## src/verilog/crcsd_consts.svh

```systemverilog
// Constants for the CRC engine with program-memory scanner.
// Assumes a 32-bit AHB-Lite slave port with each register in one aligned word.
//
// Functional notes
// - Watchdog runs regardless of scanner activity.
// - Debug halt freezes scanner until user mode.
// - Burst suspended by external halt, resumes after.
// - Halt during go-setting write delays the burst.
// - Burst halt lets current memory access finish.
// - Peek access waits until instruction really executes.
// - PC breakpoint: pending scan completes before entry.
// - Data breakpoint: scan requested then waits exit.
// - Single step: ready scan reads before re-entry.
// - Halt before scan cycle defers scan after exit.
// - Software breakpoint: stalling scan completes first.
// - Enable bit releases CRC from reset.
// - Start bit turns serial shifter on/off.
// - Busy reads 1 while shifting pending.
// - Accumulator mode selects zero augmentation.
// - Shift mode selects LSb or MSb first.
// - Full flag set until word enters shifter.
// - Data length minus one sets bits per word.
// - Poly length minus one sets accumulator width.
// - Low data byte write loads whole word.
// - Accumulator high byte reads/writes upper bits.
// - Scanner writes fetched words into data registers.
// - Scanner waits CRC ready before first load.
`ifndef CRCSD_CONSTS_SVH
`define CRCSD_CONSTS_SVH

// ==========================================================
// Register byte offsets
`define CRCSD_OFF_CTRL0 8'h00
`define CRCSD_OFF_CTRL1 8'h04
`define CRCSD_OFF_DATH 8'h08
`define CRCSD_OFF_DATL 8'h0C
`define CRCSD_OFF_ACCH 8'h10
`define CRCSD_OFF_ACCL 8'h14
`define CRCSD_OFF_POLY 8'h18
`define CRCSD_OFF_SCTL 8'h1C
`define CRCSD_OFF_SLO 8'h20
`define CRCSD_OFF_SHI 8'h24

// ==========================================================
// Field positions
`define CRCSD_C0_EN 7
`define CRCSD_C0_START 6
`define CRCSD_C0_BUSY 5
`define CRCSD_C0_ZERO_AUGMENT_SELECT 4
`define CRCSD_C0_SHIFT 1
`define CRCSD_C0_FULL 0
`define CRCSD_SC_EN 7
`define CRCSD_SC_GO 6
`define CRCSD_SC_BUSY 5
`define CRCSD_SC_MODE_HI 1
`define CRCSD_SC_MODE_LO 0

// ==========================================================
// Reset values and encodings
`define CRCSD_RST_BYTE 8'h00
`define CRCSD_RST_WORD 16'h0000
`define CRCSD_MODE_CONC 2'h0
`define CRCSD_MODE_BURST 2'h1
`define CRCSD_MODE_PEEK 2'h2
`define CRCSD_MODE_TRIG 2'h3
`define CRCSD_HTRANS_NONSEQ_BIT 1
`define CRCSD_HRESP_OKAY 1'h0

`endif

```

## src/verilog/crcsd_pkg.sv

```systemverilog
// Types shared by the CRC engine with program-memory scanner.
// Assumes nothing of its surroundings.
package crcsd_pkg;

  // ==========================================================
  // Scanner sequencer states
  typedef enum logic [2:0] {
    SCN_IDLE = 3'b001,
    SCN_RUN = 3'b010,
    SCN_FETCH = 3'b100
  } crcsd_scan_t;

endpackage

```

## src/verilog/crcsd_top.sv

```systemverilog
// CRC engine with serial shifter, accumulator and program-memory scanner.
// Assumes a single-master AHB-Lite bus, a program memory port on hclk and
// debug status signals from the core on hclk.
`timescale 1ns/1ns
`include "crcsd_consts.svh"

module crcsd_top #(
  parameter int PM_LAST = 16'h0FFF
) (
  input wire logic hclk,
  input wire logic hresetn,
  input wire logic hsel,
  input wire logic [31:0] haddr,
  input wire logic [1:0] htrans,
  input wire logic hwrite,
  input wire logic [2:0] hsize,
  input wire logic [31:0] hwdata,
  input wire logic hready,
  output logic hreadyout,
  output logic hresp,
  output logic [31:0] hrdata,
  output logic pm_req,
  output logic [15:0] pm_addr,
  input wire logic pm_ack,
  input wire logic [15:0] pm_rdata,
  input wire logic debug_mode,
  input wire logic ext_halt,
  input wire logic data_breakpoint,
  input wire logic cpu_idle_cycle,
  input wire logic scan_trigger_pin,
  output logic cpu_stall,
  output logic debug_entry_allow,
  output logic crc_busy,
  output logic scan_active
);

  // ==========================================================
  // Bus slave
  logic [7:0] addr_r;
  logic wr_r;
  logic rd_wait_r;
  logic [31:0] hrdata_r;
  logic take;
  logic wr_en;

  assign take = hsel & htrans[`CRCSD_HTRANS_NONSEQ_BIT] & hready;
  assign wr_en = wr_r;
  assign hreadyout = ~rd_wait_r;
  assign hresp = `CRCSD_HRESP_OKAY;
  assign hrdata = hrdata_r;

  // Reads take one wait state so that read data always comes from a flop
  // and already reflects a write that finished in the previous cycle.
  always_ff @(posedge hclk or negedge hresetn) begin
    if (!hresetn) begin
      addr_r <= 8'h00;
      wr_r <= 1'b0;
      rd_wait_r <= 1'b0;
    end else begin
      wr_r <= take & hwrite;
      rd_wait_r <= take & ~hwrite;
      if (take) begin
        addr_r <= haddr[7:0];
      end
    end
  end

  // ==========================================================
  // Control registers
  logic en_r;
  logic start_r;
  logic zero_augment_select_r;
  logic shift_dir_r;
  logic [3:0] data_length_minus_one_r;
  logic [3:0] poly_length_minus_one_r;
  logic [15:0] poly_r;
  logic [15:0] data_r;
  logic full_r;
  logic [15:0] acc_r;
  logic [15:0] shift_r;
  logic [4:0] cnt_r;
  logic scan_en_r;
  logic scan_go_r;
  logic [1:0] mode_r;
  logic [15:0] scan_addr_r;
  logic [15:0] scan_end_r;
  crcsd_pkg::crcsd_scan_t st_r;
  logic scan_load;
  logic scan_last;

  function automatic logic hit(input logic [7:0] a, input logic [7:0] off);
    hit = (a == off);
  endfunction

  always_ff @(posedge hclk or negedge hresetn) begin
    if (!hresetn) begin
      en_r <= 1'b0;
      start_r <= 1'b0;
      zero_augment_select_r <= 1'b0;
      shift_dir_r <= 1'b0;
      data_length_minus_one_r <= 4'h0;
      poly_length_minus_one_r <= 4'h0;
      poly_r <= `CRCSD_RST_WORD;
    end else if (wr_en) begin
      if (hit(addr_r, `CRCSD_OFF_CTRL0)) begin
        en_r <= hwdata[`CRCSD_C0_EN];
        start_r <= hwdata[`CRCSD_C0_START];
        zero_augment_select_r <= hwdata[`CRCSD_C0_ZERO_AUGMENT_SELECT];
        shift_dir_r <= hwdata[`CRCSD_C0_SHIFT];
      end
      if (hit(addr_r, `CRCSD_OFF_CTRL1)) begin
        data_length_minus_one_r <= hwdata[7:4];
        poly_length_minus_one_r <= hwdata[3:0];
      end
      if (hit(addr_r, `CRCSD_OFF_POLY)) begin
        poly_r <= hwdata[15:0];
      end
    end
  end

  // ==========================================================
  // Data registers and full flag
  logic sw_dath;
  logic sw_datl;
  logic shift_load;

  assign sw_dath = wr_en & hit(addr_r, `CRCSD_OFF_DATH) & ~full_r & ~pm_req;
  assign sw_datl = wr_en & hit(addr_r, `CRCSD_OFF_DATL) & ~full_r & ~pm_req & ~scan_load;
  assign shift_load = en_r & start_r & full_r & (cnt_r == 5'h00);

  always_ff @(posedge hclk or negedge hresetn) begin
    if (!hresetn) begin
      data_r <= `CRCSD_RST_WORD;
    end else if (scan_load) begin
      data_r <= pm_rdata;
    end else begin
      if (sw_dath) begin
        data_r[15:8] <= hwdata[7:0];
      end
      if (sw_datl) begin
        data_r[7:0] <= hwdata[7:0];
      end
    end
  end

  // A word written while disabled is dropped: the unit is held in reset.
  always_ff @(posedge hclk or negedge hresetn) begin
    if (!hresetn) begin
      full_r <= 1'b0;
    end else if (!en_r) begin
      full_r <= 1'b0;
    end else if (scan_load | sw_datl) begin
      full_r <= 1'b1;
    end else if (shift_load) begin
      full_r <= 1'b0;
    end
  end

  // ==========================================================
  // Shifter and accumulator
  logic in_bit;
  logic [15:0] acc_step;

  function automatic logic [15:0] crc_step(input logic [15:0] acc, input logic b,
                                           input logic [3:0] poly_length_minus_one, input logic [15:0] poly,
                                           input logic aug, input logic right);
    logic [15:0] msk;
    logic [15:0] nxt;
    logic fb;
    msk = 16'hFFFF >> (4'hF - poly_length_minus_one);
    if (right) begin
      fb = aug ? acc[0] : (acc[0] ^ b);
      nxt = acc >> 1;
      if (aug) begin
        nxt = nxt | ({15'h0000, b} << poly_length_minus_one);
      end
    end else begin
      fb = aug ? acc[poly_length_minus_one] : (acc[poly_length_minus_one] ^ b);
      nxt = {acc[14:0], aug & b};
    end
    if (fb) begin
      nxt = nxt ^ poly;
    end
    crc_step = nxt & msk;
  endfunction

  assign in_bit = shift_dir_r ? shift_r[0] : shift_r[data_length_minus_one_r];
  assign acc_step = crc_step(acc_r, in_bit, poly_length_minus_one_r, poly_r, zero_augment_select_r, shift_dir_r);

  always_ff @(posedge hclk or negedge hresetn) begin
    if (!hresetn) begin
      shift_r <= `CRCSD_RST_WORD;
      cnt_r <= 5'h00;
    end else if (!en_r) begin
      shift_r <= `CRCSD_RST_WORD;
      cnt_r <= 5'h00;
    end else if (shift_load) begin
      shift_r <= data_r;
      cnt_r <= {1'b0, data_length_minus_one_r} + 5'h01;
    end else if (start_r && cnt_r != 5'h00) begin
      shift_r <= shift_dir_r ? (shift_r >> 1) : (shift_r << 1);
      cnt_r <= cnt_r - 5'h01;
    end
  end

  // A software write to the accumulator wins over a shift in the same cycle.
  always_ff @(posedge hclk or negedge hresetn) begin
    if (!hresetn) begin
      acc_r <= `CRCSD_RST_WORD;
    end else if (wr_en && hit(addr_r, `CRCSD_OFF_ACCH)) begin
      acc_r[15:8] <= hwdata[7:0];
    end else if (wr_en && hit(addr_r, `CRCSD_OFF_ACCL)) begin
      acc_r[7:0] <= hwdata[7:0];
    end else if (en_r && start_r && cnt_r != 5'h00) begin
      acc_r <= acc_step;
    end
  end

  assign crc_busy = full_r | (cnt_r != 5'h00);

  // ==========================================================
  // Trigger pin synchroniser
  logic [2:0] trig_s_r;
  logic trig_lvl_r;
  logic trig_rise;

  // Three stages; a change counts only once stages two and three agree.
  always_ff @(posedge hclk or negedge hresetn) begin
    if (!hresetn) begin
      trig_s_r <= 3'h0;
      trig_lvl_r <= 1'b0;
    end else begin
      trig_s_r <= {trig_s_r[1:0], scan_trigger_pin};
      if (trig_s_r[1] == trig_s_r[2]) begin
        trig_lvl_r <= trig_s_r[2];
      end
    end
  end

  assign trig_rise = (trig_s_r[1] == trig_s_r[2]) & trig_s_r[2] & ~trig_lvl_r;

  // ==========================================================
  // Scanner sequencer
  logic trig_seen_r;
  logic crc_ready;
  logic may_start;
  logic start_fetch;
  logic sw_go_set;
  logic burst;

  assign burst = (mode_r == `CRCSD_MODE_BURST);
  assign crc_ready = en_r & start_r & ~full_r;
  assign sw_go_set = wr_en & hit(addr_r, `CRCSD_OFF_SCTL) & hwdata[`CRCSD_SC_GO];

  // A new access never starts in a debug cycle, a halt cycle or a data
  // breakpoint cycle; an access already under way runs to its end unless scan enable is cleared.
  always_comb begin
    may_start = crc_ready & ~debug_mode & ~ext_halt & ~data_breakpoint;
    unique case (mode_r)
      `CRCSD_MODE_PEEK: may_start = may_start & cpu_idle_cycle;
      `CRCSD_MODE_TRIG: may_start = may_start & (trig_seen_r | trig_rise);
      default: may_start = may_start;
    endcase
  end

  assign start_fetch = (st_r == crcsd_pkg::SCN_RUN) & scan_go_r & may_start;
  assign scan_load = (st_r == crcsd_pkg::SCN_FETCH) & pm_ack;
  assign scan_last = (scan_addr_r >= scan_end_r) | (scan_addr_r == 16'(PM_LAST));

  always_ff @(posedge hclk or negedge hresetn) begin
    if (!hresetn) begin
      st_r <= crcsd_pkg::SCN_IDLE;
    end else if (!scan_en_r) begin
      st_r <= crcsd_pkg::SCN_IDLE;
    end else begin
      unique case (st_r)
        crcsd_pkg::SCN_IDLE: begin
          if (scan_go_r) begin
            st_r <= crcsd_pkg::SCN_RUN;
          end
        end
        crcsd_pkg::SCN_RUN: begin
          if (!scan_go_r) begin
            st_r <= crcsd_pkg::SCN_IDLE;
          end else if (start_fetch) begin
            st_r <= crcsd_pkg::SCN_FETCH;
          end
        end
        crcsd_pkg::SCN_FETCH: begin
          if (pm_ack) begin
            st_r <= crcsd_pkg::SCN_RUN;
          end
        end
        default: st_r <= crcsd_pkg::SCN_IDLE;
      endcase
    end
  end

  // The trigger is armed by go and remembered until the scan ends.
  always_ff @(posedge hclk or negedge hresetn) begin
    if (!hresetn) begin
      trig_seen_r <= 1'b0;
    end else if (!scan_go_r || !scan_en_r) begin
      trig_seen_r <= 1'b0;
    end else if (trig_rise) begin
      trig_seen_r <= 1'b1;
    end
  end

  // Go is set by software and cleared by software, at the end address or at PM_LAST;
  // a software set in the same cycle as the hardware clear wins.
  always_ff @(posedge hclk or negedge hresetn) begin
    if (!hresetn) begin
      scan_en_r <= 1'b0;
      scan_go_r <= 1'b0;
      mode_r <= `CRCSD_MODE_CONC;
      scan_addr_r <= `CRCSD_RST_WORD;
      scan_end_r <= `CRCSD_RST_WORD;
    end else begin
      if (wr_en && hit(addr_r, `CRCSD_OFF_SCTL)) begin
        scan_en_r <= hwdata[`CRCSD_SC_EN];
        scan_go_r <= hwdata[`CRCSD_SC_GO];
        mode_r <= hwdata[`CRCSD_SC_MODE_HI:`CRCSD_SC_MODE_LO];
      end else if (scan_load && scan_last) begin
        scan_go_r <= 1'b0;
      end
      if (wr_en && hit(addr_r, `CRCSD_OFF_SLO) && !scan_go_r) begin
        scan_addr_r <= hwdata[15:0];
      end else if (scan_load) begin
        scan_addr_r <= scan_addr_r + 16'h0001;
      end
      if (wr_en && hit(addr_r, `CRCSD_OFF_SHI) && !scan_go_r) begin
        scan_end_r <= hwdata[15:0];
      end
    end
  end

  assign pm_req = (st_r == crcsd_pkg::SCN_FETCH);
  assign pm_addr = scan_addr_r;
  assign scan_active = scan_go_r & scan_en_r;

  // Debug entry is held off while an access is in flight or about to start,
  // so breakpoint, step and software-break entries follow the scan cycle.
  assign debug_entry_allow = ~pm_req & ~start_fetch;

  // Burst holds the CPU from the cycle after go is set, except while the
  // debugger owns it. Nothing here touches the watchdog, so long bursts can
  // still time it out; software must budget for that.
  assign cpu_stall = (scan_active & burst & ~debug_mode & ~sw_go_set)
                     | (pm_req & ~burst & (mode_r != `CRCSD_MODE_PEEK));

  // ==========================================================
  // Read data
  always_ff @(posedge hclk or negedge hresetn) begin
    if (!hresetn) begin
      hrdata_r <= 32'h0000_0000;
    end else if (rd_wait_r) begin
      hrdata_r <= 32'h0000_0000;
      unique case (addr_r)
        `CRCSD_OFF_CTRL0: hrdata_r[7:0] <= {en_r, start_r, crc_busy, zero_augment_select_r,
                                             2'b00, shift_dir_r, full_r};
        `CRCSD_OFF_CTRL1: hrdata_r[7:0] <= {data_length_minus_one_r, poly_length_minus_one_r};
        `CRCSD_OFF_DATH: hrdata_r[7:0] <= data_r[15:8];
        `CRCSD_OFF_DATL: hrdata_r[7:0] <= data_r[7:0];
        `CRCSD_OFF_ACCH: hrdata_r[7:0] <= acc_r[15:8];
        `CRCSD_OFF_ACCL: hrdata_r[7:0] <= acc_r[7:0];
        `CRCSD_OFF_POLY: hrdata_r[15:0] <= poly_r;
        `CRCSD_OFF_SCTL: hrdata_r[7:0] <= {scan_en_r, scan_go_r, pm_req, 3'b000, mode_r};
        `CRCSD_OFF_SLO: hrdata_r[15:0] <= scan_addr_r;
        `CRCSD_OFF_SHI: hrdata_r[15:0] <= scan_end_r;
        default: hrdata_r <= 32'h0000_0000;
      endcase
    end
  end

endmodule

```

## config.mk

```make
export PLATFORM = sky130hd
export DESIGN_NAME = crcsd_top
export DESIGN_NICKNAME = d
export VERILOG_FILES = /design/src/verilog/crcsd_pkg.sv /design/src/verilog/crcsd_top.sv
export VERILOG_INCLUDE_DIRS = /design/src /design/src/verilog
export SDC_FILE = /design/constraint.sdc
export NUM_CORES = 1
export LEC_CHECK = 0
export BUFFER_PORTS_ARGS = -buffer_cell sky130_fd_sc_hd__clkbuf_2
export CORE_ASPECT_RATIO = 0.6
export CORE_MARGIN = 2
export CORE_UTILIZATION = 58
export CTS_CLUSTER_SIZE = 20
export DETAILED_ROUTE_END_ITERATION = 10
export PLACE_DENSITY_LB_ADDON = 0.1
export SLEW_MARGIN = 20
export SYNTH_ARGS = -nofsm -noshare
export SYNTH_HDL_FRONTEND = slang
export SYNTH_SLANG_ARGS = --single-unit
```

## constraint.sdc

```tcl
create_clock -name hclk -period 5.4 [get_ports hclk]
set_clock_uncertainty 0.05 [all_clocks]
set_input_delay 0 -clock hclk [delete_from_list [all_inputs] [get_ports hclk]]
set_output_delay 0 -clock hclk [all_outputs]
set_load 0.005 [all_outputs]
```

* Word-level counts from Yosys, hierarchy flattened
Index checks and enable logic that the tools add are counted.
** Operators by class
- Muxes and demuxes :: 43
- Reductions and logical operators :: 30
- Shift-type cells :: 2
- Order comparisons :: 3
- Equality and inequality tests :: 24
- Add/sub/neg operators :: 4
- Bitwise logic cells :: 58
** Operators by type and width (count)
- $mux 16 :: 11
- $pmux 8 s10 :: 1
- $mux 8 :: 5
- $and 1x1->1 :: 35
- $eq 8x5->1 const B :: 4
- $pmux 8 s3 :: 1
- $add 16x1->16 const B :: 1
- $and 16x16->16 :: 1
- $eq 16x12->1 const B :: 1
- $eq 8x4->1 const B :: 2
- $eq 8x6->1 const B :: 2
- $ge 16x16->1 :: 1
- $or 15x16->16 :: 1
- $shl 1x4->16 :: 1
- $shr 16x4->16 const A :: 1
- $xor 16x16->16 :: 1
- $mux 3 :: 5
- $mux 5 :: 3
- $reduce_bool 2->1 :: 7
- $mux 1 :: 13
- $not 1->1 :: 13
- $logic_and 1x1->1 :: 11
- $lt 4x5->1 const B :: 2
- $reduce_and 2->1 :: 5
- 25 further kinds :: 36
** Storage, ports and cells
- Output and inout port bits :: 55
- Bits of input ports :: 96
- Bits in registers :: 152
- Word-level logic and storage cells :: 191

* Longest topological paths before layout
Gate-level depths: netlist of the first run.
- Word-level depth :: 13
- Mapped depth :: 11
- Depth with buffers taken out :: 10

* Worst setup path before layout of the first run
OpenSTA, ideal clock, no wires.
- Path kind :: register to register
- From :: register data_length_minus_one_r[0]
- To :: register acc_r[0]
- Required time :: 5.224 ns
- Period minus slack after synthesis :: 2.485 ns
- Path buffers :: 1
- Setup time :: 0.126 ns
- Stages on the path, launching flop included :: 10
- Slack :: 2.915 ns
- Data arrival time :: 2.310 ns
- Cells stage by stage :: dfrtp_1 buf_6 mux4_1 mux2_4 a22oi_4 a22oi_2 o22ai_4 nand2_2 xor2_1 a221o_1
** Between the ends
- Cells in the longest elaborated chain, start to end :: 12
- Elaborated cells between the ends (all ways) :: 18
- Classes of those cells :: shift: 1; mux: 11; bitwise: 6
** RTL lines
- from (decl) :: RTL line crcsd_top.sv:74 : logic [3:0] data_length_minus_one_r;
- from (signal assigned) :: RTL line crcsd_top.sv:112 : data_length_minus_one_r <= hwdata[7:4];
- $bmux 1 s4 * :: RTL line crcsd_top.sv:187 : assign in_bit = shift_dir_r ? shift_r[0] : shift_r[data_length_minus_one_r];
- $mux 1 (implied by the code) * :: RTL line crcsd_top.sv:187
- $mux 1 * :: RTL line crcsd_top.sv:187
- $shl 1x4->16 :: RTL line crcsd_top.sv:175 : nxt = nxt | ({15'h0000, b} << poly_length_minus_one);
- $or 15x16->16 :: RTL line crcsd_top.sv:175
- $mux 16 :: RTL line crcsd_top.sv:174 : if (aug) begin
- $mux 16 :: RTL line crcsd_top.sv:171 : if (right) begin
- $xor 16x16->16 :: RTL line crcsd_top.sv:182 : nxt = nxt ^ poly;
- $mux 16 * :: RTL line crcsd_top.sv:181 : if (fb) begin
- $and 16x16->16 * :: RTL line crcsd_top.sv:184 : crc_step = nxt & msk;
- $mux 16 * :: RTL line crcsd_top.sv:214 : end else if (en_r && start_r && cnt_r != 5'h00) begin
- $mux 8 * :: RTL line crcsd_top.sv:212 : end else if (wr_en && hit(addr_r, `CRCSD_OFF_ACCL)) begin
- to (signal assigned) :: RTL line crcsd_top.sv:209 : acc_r <= `CRCSD_RST_WORD;
- to (signal assigned) :: RTL line crcsd_top.sv:213 : acc_r[7:0] <= hwdata[7:0];
- to (signal assigned) :: RTL line crcsd_top.sv:215 : acc_r <= acc_step;
- to (decl) :: RTL line crcsd_top.sv:79 : logic [15:0] acc_r;
Every way passes the cells marked *; elsewhere a longest branch is shown, timed or not. The select of a mux whose other input is x is not followed.
A chain may end at the register's enable or synchronous reset.

* Worst setup path in the final report of the first run
- From :: register st_r[1]
- To :: register data_r[13]
** Between the ends
- Cells in the longest elaborated chain, start to end :: 4
- Elaborated cells between the ends (all ways) :: 6
- Classes of those cells :: eq/ne: 1; mux: 1; bitwise: 3; reduce/logical: 1
** RTL lines
- from (decl) :: RTL line crcsd_top.sv:87 : crcsd_pkg::crcsd_scan_t st_r;
- from (signal assigned) :: RTL line crcsd_top.sv:272 : st_r <= crcsd_pkg::SCN_IDLE;
- from (signal assigned) :: RTL line crcsd_top.sv:274 : st_r <= crcsd_pkg::SCN_IDLE;
- from (signal assigned) :: RTL line crcsd_top.sv:279 : st_r <= crcsd_pkg::SCN_RUN;
- $eq 3x3->1 * :: RTL line crcsd_top.sv:267, crcsd_top.sv:338
- $not 1->1 :: RTL line crcsd_top.sv:127 : assign sw_dath = wr_en & hit(addr_r, `CRCSD_OFF_DATH) & ~full_r & ~pm_req;
- $and 1x1->1 :: RTL line crcsd_top.sv:127
- $reduce_bool 2->1 (no line)
- to (signal assigned) :: RTL line crcsd_top.sv:133 : data_r <= `CRCSD_RST_WORD;
- to (signal assigned) :: RTL line crcsd_top.sv:135 : data_r <= pm_rdata;
- to (signal assigned) :: RTL line crcsd_top.sv:138 : data_r[15:8] <= hwdata[7:0];
- to (decl) :: RTL line crcsd_top.sv:77 : logic [15:0] data_r;
Every way passes the cells marked *; elsewhere a longest branch is shown, timed or not.

==> results.tsv, run 1 <==
metric	value	unit
synth_area	0.00889	sq mm
hp-start	hwdata[3]	
synth-edff-count	0	
nFillCells	1166	
synth.yosys.warnings	0	
nNetsFinal	1149	
yosysTopAreaCell	dfrtp_1	
cp_data_arrival_time	3.73	ns
route.met2.wl	10900	um
root_buffer	clkbuf_16	
irDropWorstVdd	0.177	mV
clk_latency	0.43	ns
finalMaxSlewViolations	0	
routed.top_layer	met4	
cpPeakStageDelay	0.78	ns
place_congestion	0.975	
timing.final.crit_share	63.3	%
grt_max_degree	89	
slew_headroom	31.7	%
antenna_cells	0	
syn_inst	925	
path_cells	nor2b_1, nor2b_1, and2_1, buf_4, a22oi_1, dlygate4sd3_1, nand2_1	
drt-met1-wl	12400	um
cts_buffers	17	
antenna_found_initial	0	
ys_seq_elements	152	
critPathBufInv	2	
die-area	0.0164	sq mm
path_clk_slew	0.07	ns
yosysUniqueCellTypes	68	
path_max_fanout	18	
hold_end	pm_addr[3]	
ys_seq_area_share	42.8	%
synth_commonest_cells	dfrtp_1, nand2_1, nor2_1	
start_util	60.4	%
grtUsageTotal	34.5	%
critical_path_depth	7	
ioPinCount	151	
cap_violations	0	
power.leakage	4.67	nW
cts.sinks	152	
endpoint_kind	flop	
grt_pass1_vias	7362	
synth.top_cell.area_share	42.5	%
status	finished clean	
worst_pin_slew	1.02	ns
path_common_cell	nor2b_1	
drive_gt1_share	20.5	%
post_drt_wl_per_cell	22.0	um
vias	7990	
r2r_slack	1.98	ns
dp_hpwl	18900	um
post-route-util	70.4	%
fp.dieW	164	um
htree_levels	4	
rsz0062_at_grt	no	
hp-class	in2reg	
area_growth	16.6	%
io_buffers	89	
chipHeight	99.9	um
startpoint_type	flop	
grt_overflow	0	
synth_most_common_cell	dfrtp_1	
critPathSlowestCell	and2_1	
drt_iter0_markers	1005	
r2r-start	st_r[1]	
avgSynthCellArea	9.61	sq um
drtPass1Iterations	7	
avgViaCountPerCell	6.42	
period_needed	3.42	ns
critPathTopFamily	simple AND/OR/NAND/NOR gates	
core-area	0.0147	sq mm
setup_viol	0	
r2r-end	data_r[13]	
cts_buffer_depth	2	
async_flop_share	100	%
hold_depth	3	
cellPowerDensity	324	mW/mm^2
rr_worst_depth	7	
fmax	292	MHz
cts_tree	done	
worstPathRequired	5.71	ns
finalHoldViolations	0	
antenna_left	0	
rows	34	
wl_met3	3710	um
grt_pass1_wl	42600	um
routed_wirelength	27400	um
synth-main-ff-cell	dfrtp_1	
path_class	reg2reg	
drc	0	
synthTopCellsByArea	dfrtp_1, mux2_2, nand2_1	
tns	0	ns
[cells by family (layout without fill, tap and decap cells)]
group                      Yosys count  in the layout  share of synthesized area, %
AOI/OAI and AO/OA                  241            241                          18.6
xor gates and xnor gates            33             33                          3.25
adders and majority gates           20             20                          2.81
buffers and inverters               95            200                          5.04
DFF                                152            152                          42.8
muxes                               99             99                          13.2
other                                1             17                        0.0422
and+or+nand+nor                    284            284                          14.2
[worst max-delay path by stage]
stage	from	endpoint
6_report	st_r[1]	data_r[13]
3_3_place_gp	st_r[1]	data_r[4]
2_1_floorplan	data_length_minus_one_r[0]	acc_r[0]
4_1_cts	st_r[1]	data_r[13]
3_5_place_dp	st_r[1]	data_r[4]
5_1_grt	st_r[1]	data_r[13]
[per-stage QoR]
step | total power, W | hold slack, ns | area [sq um] | setup WS [ns] | instances
final | 0.00336 | 0.0282 | 10400 | 1.98 | 1244
after CTS | 0.00333 | 0.00956 | 10400 | 2.10 | 1244
after detailed placement | 0.00217 | 0.0600 | 9400 | 2.17 | 1172
after floorplan | 0.00193 | -0.346 | 8950 | 2.91 | 941
after global routing | 0.00351 | 0.0159 | 10400 | 1.82 | 1244
after global placement | 0.00215 | 0.0611 | 9400 | 2.21 | 1172
[tightest hold or removal path, delay by kind of cell]
kind,cells,cell delay (ns)
AOI/OAI and AO/OA,1,0.05
buffers and inverters,1,0.26
and+or+nand+nor,1,0.17
[cell usage in the layout (no fill, tap or decap), types with 14 or more instances in the layout]
| master | n |
|---|---|
| nor2b_1 | 14 |
| mux2i_1 | 28 |
| conb_1 | 17 |
| inv_1 | 26 |
| mux2_2 | 63 |
| a22oi_1 | 41 |
| a21oi_1 | 33 |
| clkbuf_16 | 17 |
| clkbuf_2 | 88 |
| a31oi_1 | 31 |
| dfrtp_1 | 150 |
| ha_1 | 20 |
| nor2_1 | 82 |
| nand3_1 | 20 |
| xnor2_1 | 21 |
| o21ai_0 | 51 |
| dlygate4sd3_1 | 40 |
| nand2_1 | 114 |
[flip-flops by register name (all words and copies together) (netlist names), 2 cells and up]
signal,flops
pm_addr,16
trig_s_r,3
hrdata,16
shift_r,16
scan_end_r,16
st_r,3
mode_r,2
poly_length_minus_one_r,4
cnt_r,5
data_length_minus_one_r,4
addr_r,8
poly_r,16
acc_r,16
data_r,16
[where the power goes]
part           internal (W)  leakage [nW]  switching, W  total (W)
clock              0.000610         0.270      0.000540    0.00115
sequential          0.00125          1.92      0.000216    0.00146
combinational      0.000334          2.48      0.000410   0.000745
[final cells by class]
cell class | count | area [sq um] | share of cell area (%)
inverter | 27 | 101 | 0.978
multi-input combinational | 694 | 4710 | 45.4
sequential | 152 | 3810 | 36.7
timing repair buffer | 141 | 942 | 9.09
tap | 198 | 248 | 2.39
clock inverter | 14 | 130 | 1.26
clock buffer | 18 | 429 | 4.14
[what timing repair did]
| item | in CTS | in global routing |
|---|---|---|
| hold buffers | 40 | 0 |
| resized for setup | 0 | 0 |
| hold endpoints to repair | 140 | 0 |
| setup buffers | 0 | 0 |
[routing by layer]
metal | vias up | global-route usage (%)
li1 | 3551 | -
met1 | 3867 | 54.1
met2 | 527 | 46.6
met3 | 45 | 11.2
met4 | 0 | 6.41
met5 | - | 0
Power figures use the tool's default switching activity.
==> run 2: changes to the inputs <==
CORE_UTILIZATION = 52   (was 58)
clock period = 2.8 ns   (was 5.4 ns; I/O delays follow)
==> run 2 against run 1 <==
  * Clock power increased by 93%
  * Global-route usage decreased by 2.2 points
  * First-iteration DRC count is 7.9% higher
  * Final area increased by 4.3%
  * Critical endpoint is now acc_r[0]
  * Largest cell class unchanged
  * Highest routed layer is now met5
==> results.tsv, run 2 (synthesized netlist as in run 1, its figures left out) <==
metric	value	unit	change
root_buffer	clkbuf_16		unchanged
ioPinCount	151		unchanged
die-area	0.0182	sq mm	was 0.0164 sq mm
path_clk_slew	0.07	ns	about the same
multiInputGateArea	0.00470	sq mm	was 0.00471 sq mm
path_max_fanout	6		was 18
slew_headroom	40.6	%	was 31.7%
path_class	reg2reg		unchanged
drive_gt1_share	24.6	%	was 20.5%
drtPass1Iterations	8		was 7
cts_buffer_depth	2		unchanged
finalPower	0.00670	W	was 0.00336 W
final_cell_mix	dfrtp_1, nand2_1, clkbuf_2, nor2_1, mux2_2		unchanged
nFillCells	1387		was 1,166
antenna_cells	0		unchanged
nNetsFinal	1200		was 1,149
rows	36		was 34
clk_latency	0.43	ns	about the same
timing.final.crit_share	96.4	%	was 63.3%
period_needed	2.70	ns	was 3.42 ns
avgViaCountPerCell	6.14		was 6.42
endpoint_kind	flop		unchanged
cts_buffers	17		unchanged
dp_hpwl	20800	um	was 18,900 um
htree_levels	4		unchanged
worst_pin_slew	0.891	ns	was 1.02 ns
drc	0		unchanged
post_drt_wl_per_cell	21.7	um	was 22.0 um
design_area	0.0108	sq mm	was 0.0104 sq mm
p_sw	0.00228	W	was 0.00117 W
p_int	0.00443	W	was 0.00219 W
grt_overflow	0		unchanged
cts_tree	done		unchanged
grtUsageTotal	32.4	%	was 34.5%
vias	8132		was 7,990
cts.sinks	152		unchanged
fin_cells	1325		was 1,244
cellPowerDensity	620	mW/mm^2	was 324 mW/mm^2
startpoint_type	flop		unchanged
hp-class	in2reg		unchanged
area_growth	21.6	%	was 16.6%
antenna_found_initial	1		was 0
pwr-share-comb	26.0	%	was 22.2%
placed_area	0.00982	sq mm	was 0.00940 sq mm
fp.dieW	173	um	was 164 um
grt_pass1_vias	7646		was 7,362
status	finished clean		unchanged
core-area	0.0165	sq mm	was 0.0147 sq mm
irDropWorstVdd	0.406	mV	was 0.177 mV
grt_pass1_wl	44800	um	was 42,600 um
rsz0062_at_grt	yes		was no
pwr-share-seq	40.9	%	was 43.5%
p_sw_share	33.9	%	was 34.7%
power.leakage	4.90	nW	was 4.67 nW
seq_area	0.00381	sq mm	about the same
drt_iter0_markers	1084		was 1,005
finalMaxSlewViolations	0		unchanged
start_util	53.9	%	was 60.4%
placedCellCount	1250		was 1,172
cap_violations	0		unchanged
worstPathRequired	3.06	ns	was 5.71 ns
grt_max_degree	71		was 89
chipHeight	105	um	was 99.9 um
final_common_cell	dfrtp_1		unchanged
antenna_left	0		unchanged
place_congestion	0.956		was 0.975
setup_viol	0		unchanged
io_buffers	89		unchanged
finalHoldViolations	0		unchanged
clkPwrFrac	33.1	%	was 34.3%
routed_wirelength	28800	um	was 27,400 um
fmax	371	MHz	was 292 MHz
cp_data_arrival_time	2.96	ns	was 3.73 ns
## run 2: cell count changes in the layout (fill, tap and decap cells not counted), sizes merged
cell      change
inv           -5
clkbuf        +4
clkinvlp      +1
buf          +51
## run 2: final timing paths
path / slack (ns) / start / cells after the start / endpoint
min: 0.04 / hready / 3 / rd_wait_r
max in group asynchronous: 1.83 / hresetn / 3 / poly_length_minus_one_r[0]
min in group asynchronous: 0.12 / hresetn / 2 / cnt_r[2]
max: 0.10 / data_length_minus_one_r[0] / 9 / acc_r[0]
min reg2reg: 0.30 / trig_s_r[0] / 0 / trig_s_r[1]
max reg2reg: 0.10 / data_length_minus_one_r[0] / 9 / acc_r[0]
## run 2: power groups by stage
| stage | Combinational [W] | Sequential [W] | Clock, W |
|---|---|---|---|
| finish | 0.00174 | 0.00274 | 0.00222 |
| global route | 0.00189 | 0.00276 | 0.00233 |
| CTS | 0.00167 | 0.00272 | 0.00223 |
| detailed placement | 0.00162 | 0.00275 | 0 |
| global placement | 0.00159 | 0.00276 | 0 |
| floorplan | 0.00109 | 0.00263 | 0 |
## run 2: timing repair
action / 4_1_cts / 5_1_grt
endpoints found under the hold margin: 121 / 0
resized for setup: 0 / 8
setup buffers: 0 / 3
setup endpoints to repair: 0 / 15
hold buffers: 40 / 0
## run 2: critical path, stage by stage (launching register included)
cell	delay [ns]
dfrtp_2	0.47
mux4_2	0.52
mux2_4	0.30
a22oi_4	0.19
a22oi_2	0.10
o22ai_4	0.26
buf_4	0.18
nand2_2	0.05
xor2_1	0.15
a221o_1	0.30
## run 2: per-layer routing
| layer | routed length (um) | GRT usage, % |
|---|---|---|
| met3 | 3770 | 12.2 |
| met1 | 13200 | 49.7 |
| met5 | 26 | 0 |
| met2 | 11200 | 42.1 |
| met4 | 539 | 7.99 |
## run 2: area by class of cell
type / instances / share of cell area [%]
clock buffers: 22 / 4.48
clock inverters: 10 / 0.775
inverters: 27 / 0.937
multi-input cells: 694 / 43.5
flip-flops and latches: 152 / 35.2
well taps: 228 / 2.64
repair buffers: 192 / 12.5
## run 2: stage by stage
| stage | setup TNS (ns) | setup WS [ns] | utilization (%) | hold slack, ns |
|---|---|---|---|---|
| floorplan | 0 | 0.315 | - | -0.346 |
| global placement | 0 | 0.0909 | 59.6 | 0.0123 |
| detailed placement | 0 | 0.0194 | 59.6 | 0.00928 |
| CTS | 0 | 0.00180 | 65.5 | 0.0135 |
| global route | -0.0174 | -0.0154 | 65.6 | 0.0538 |
| finish | 0 | 0.102 | 65.6 | 0.0359 |
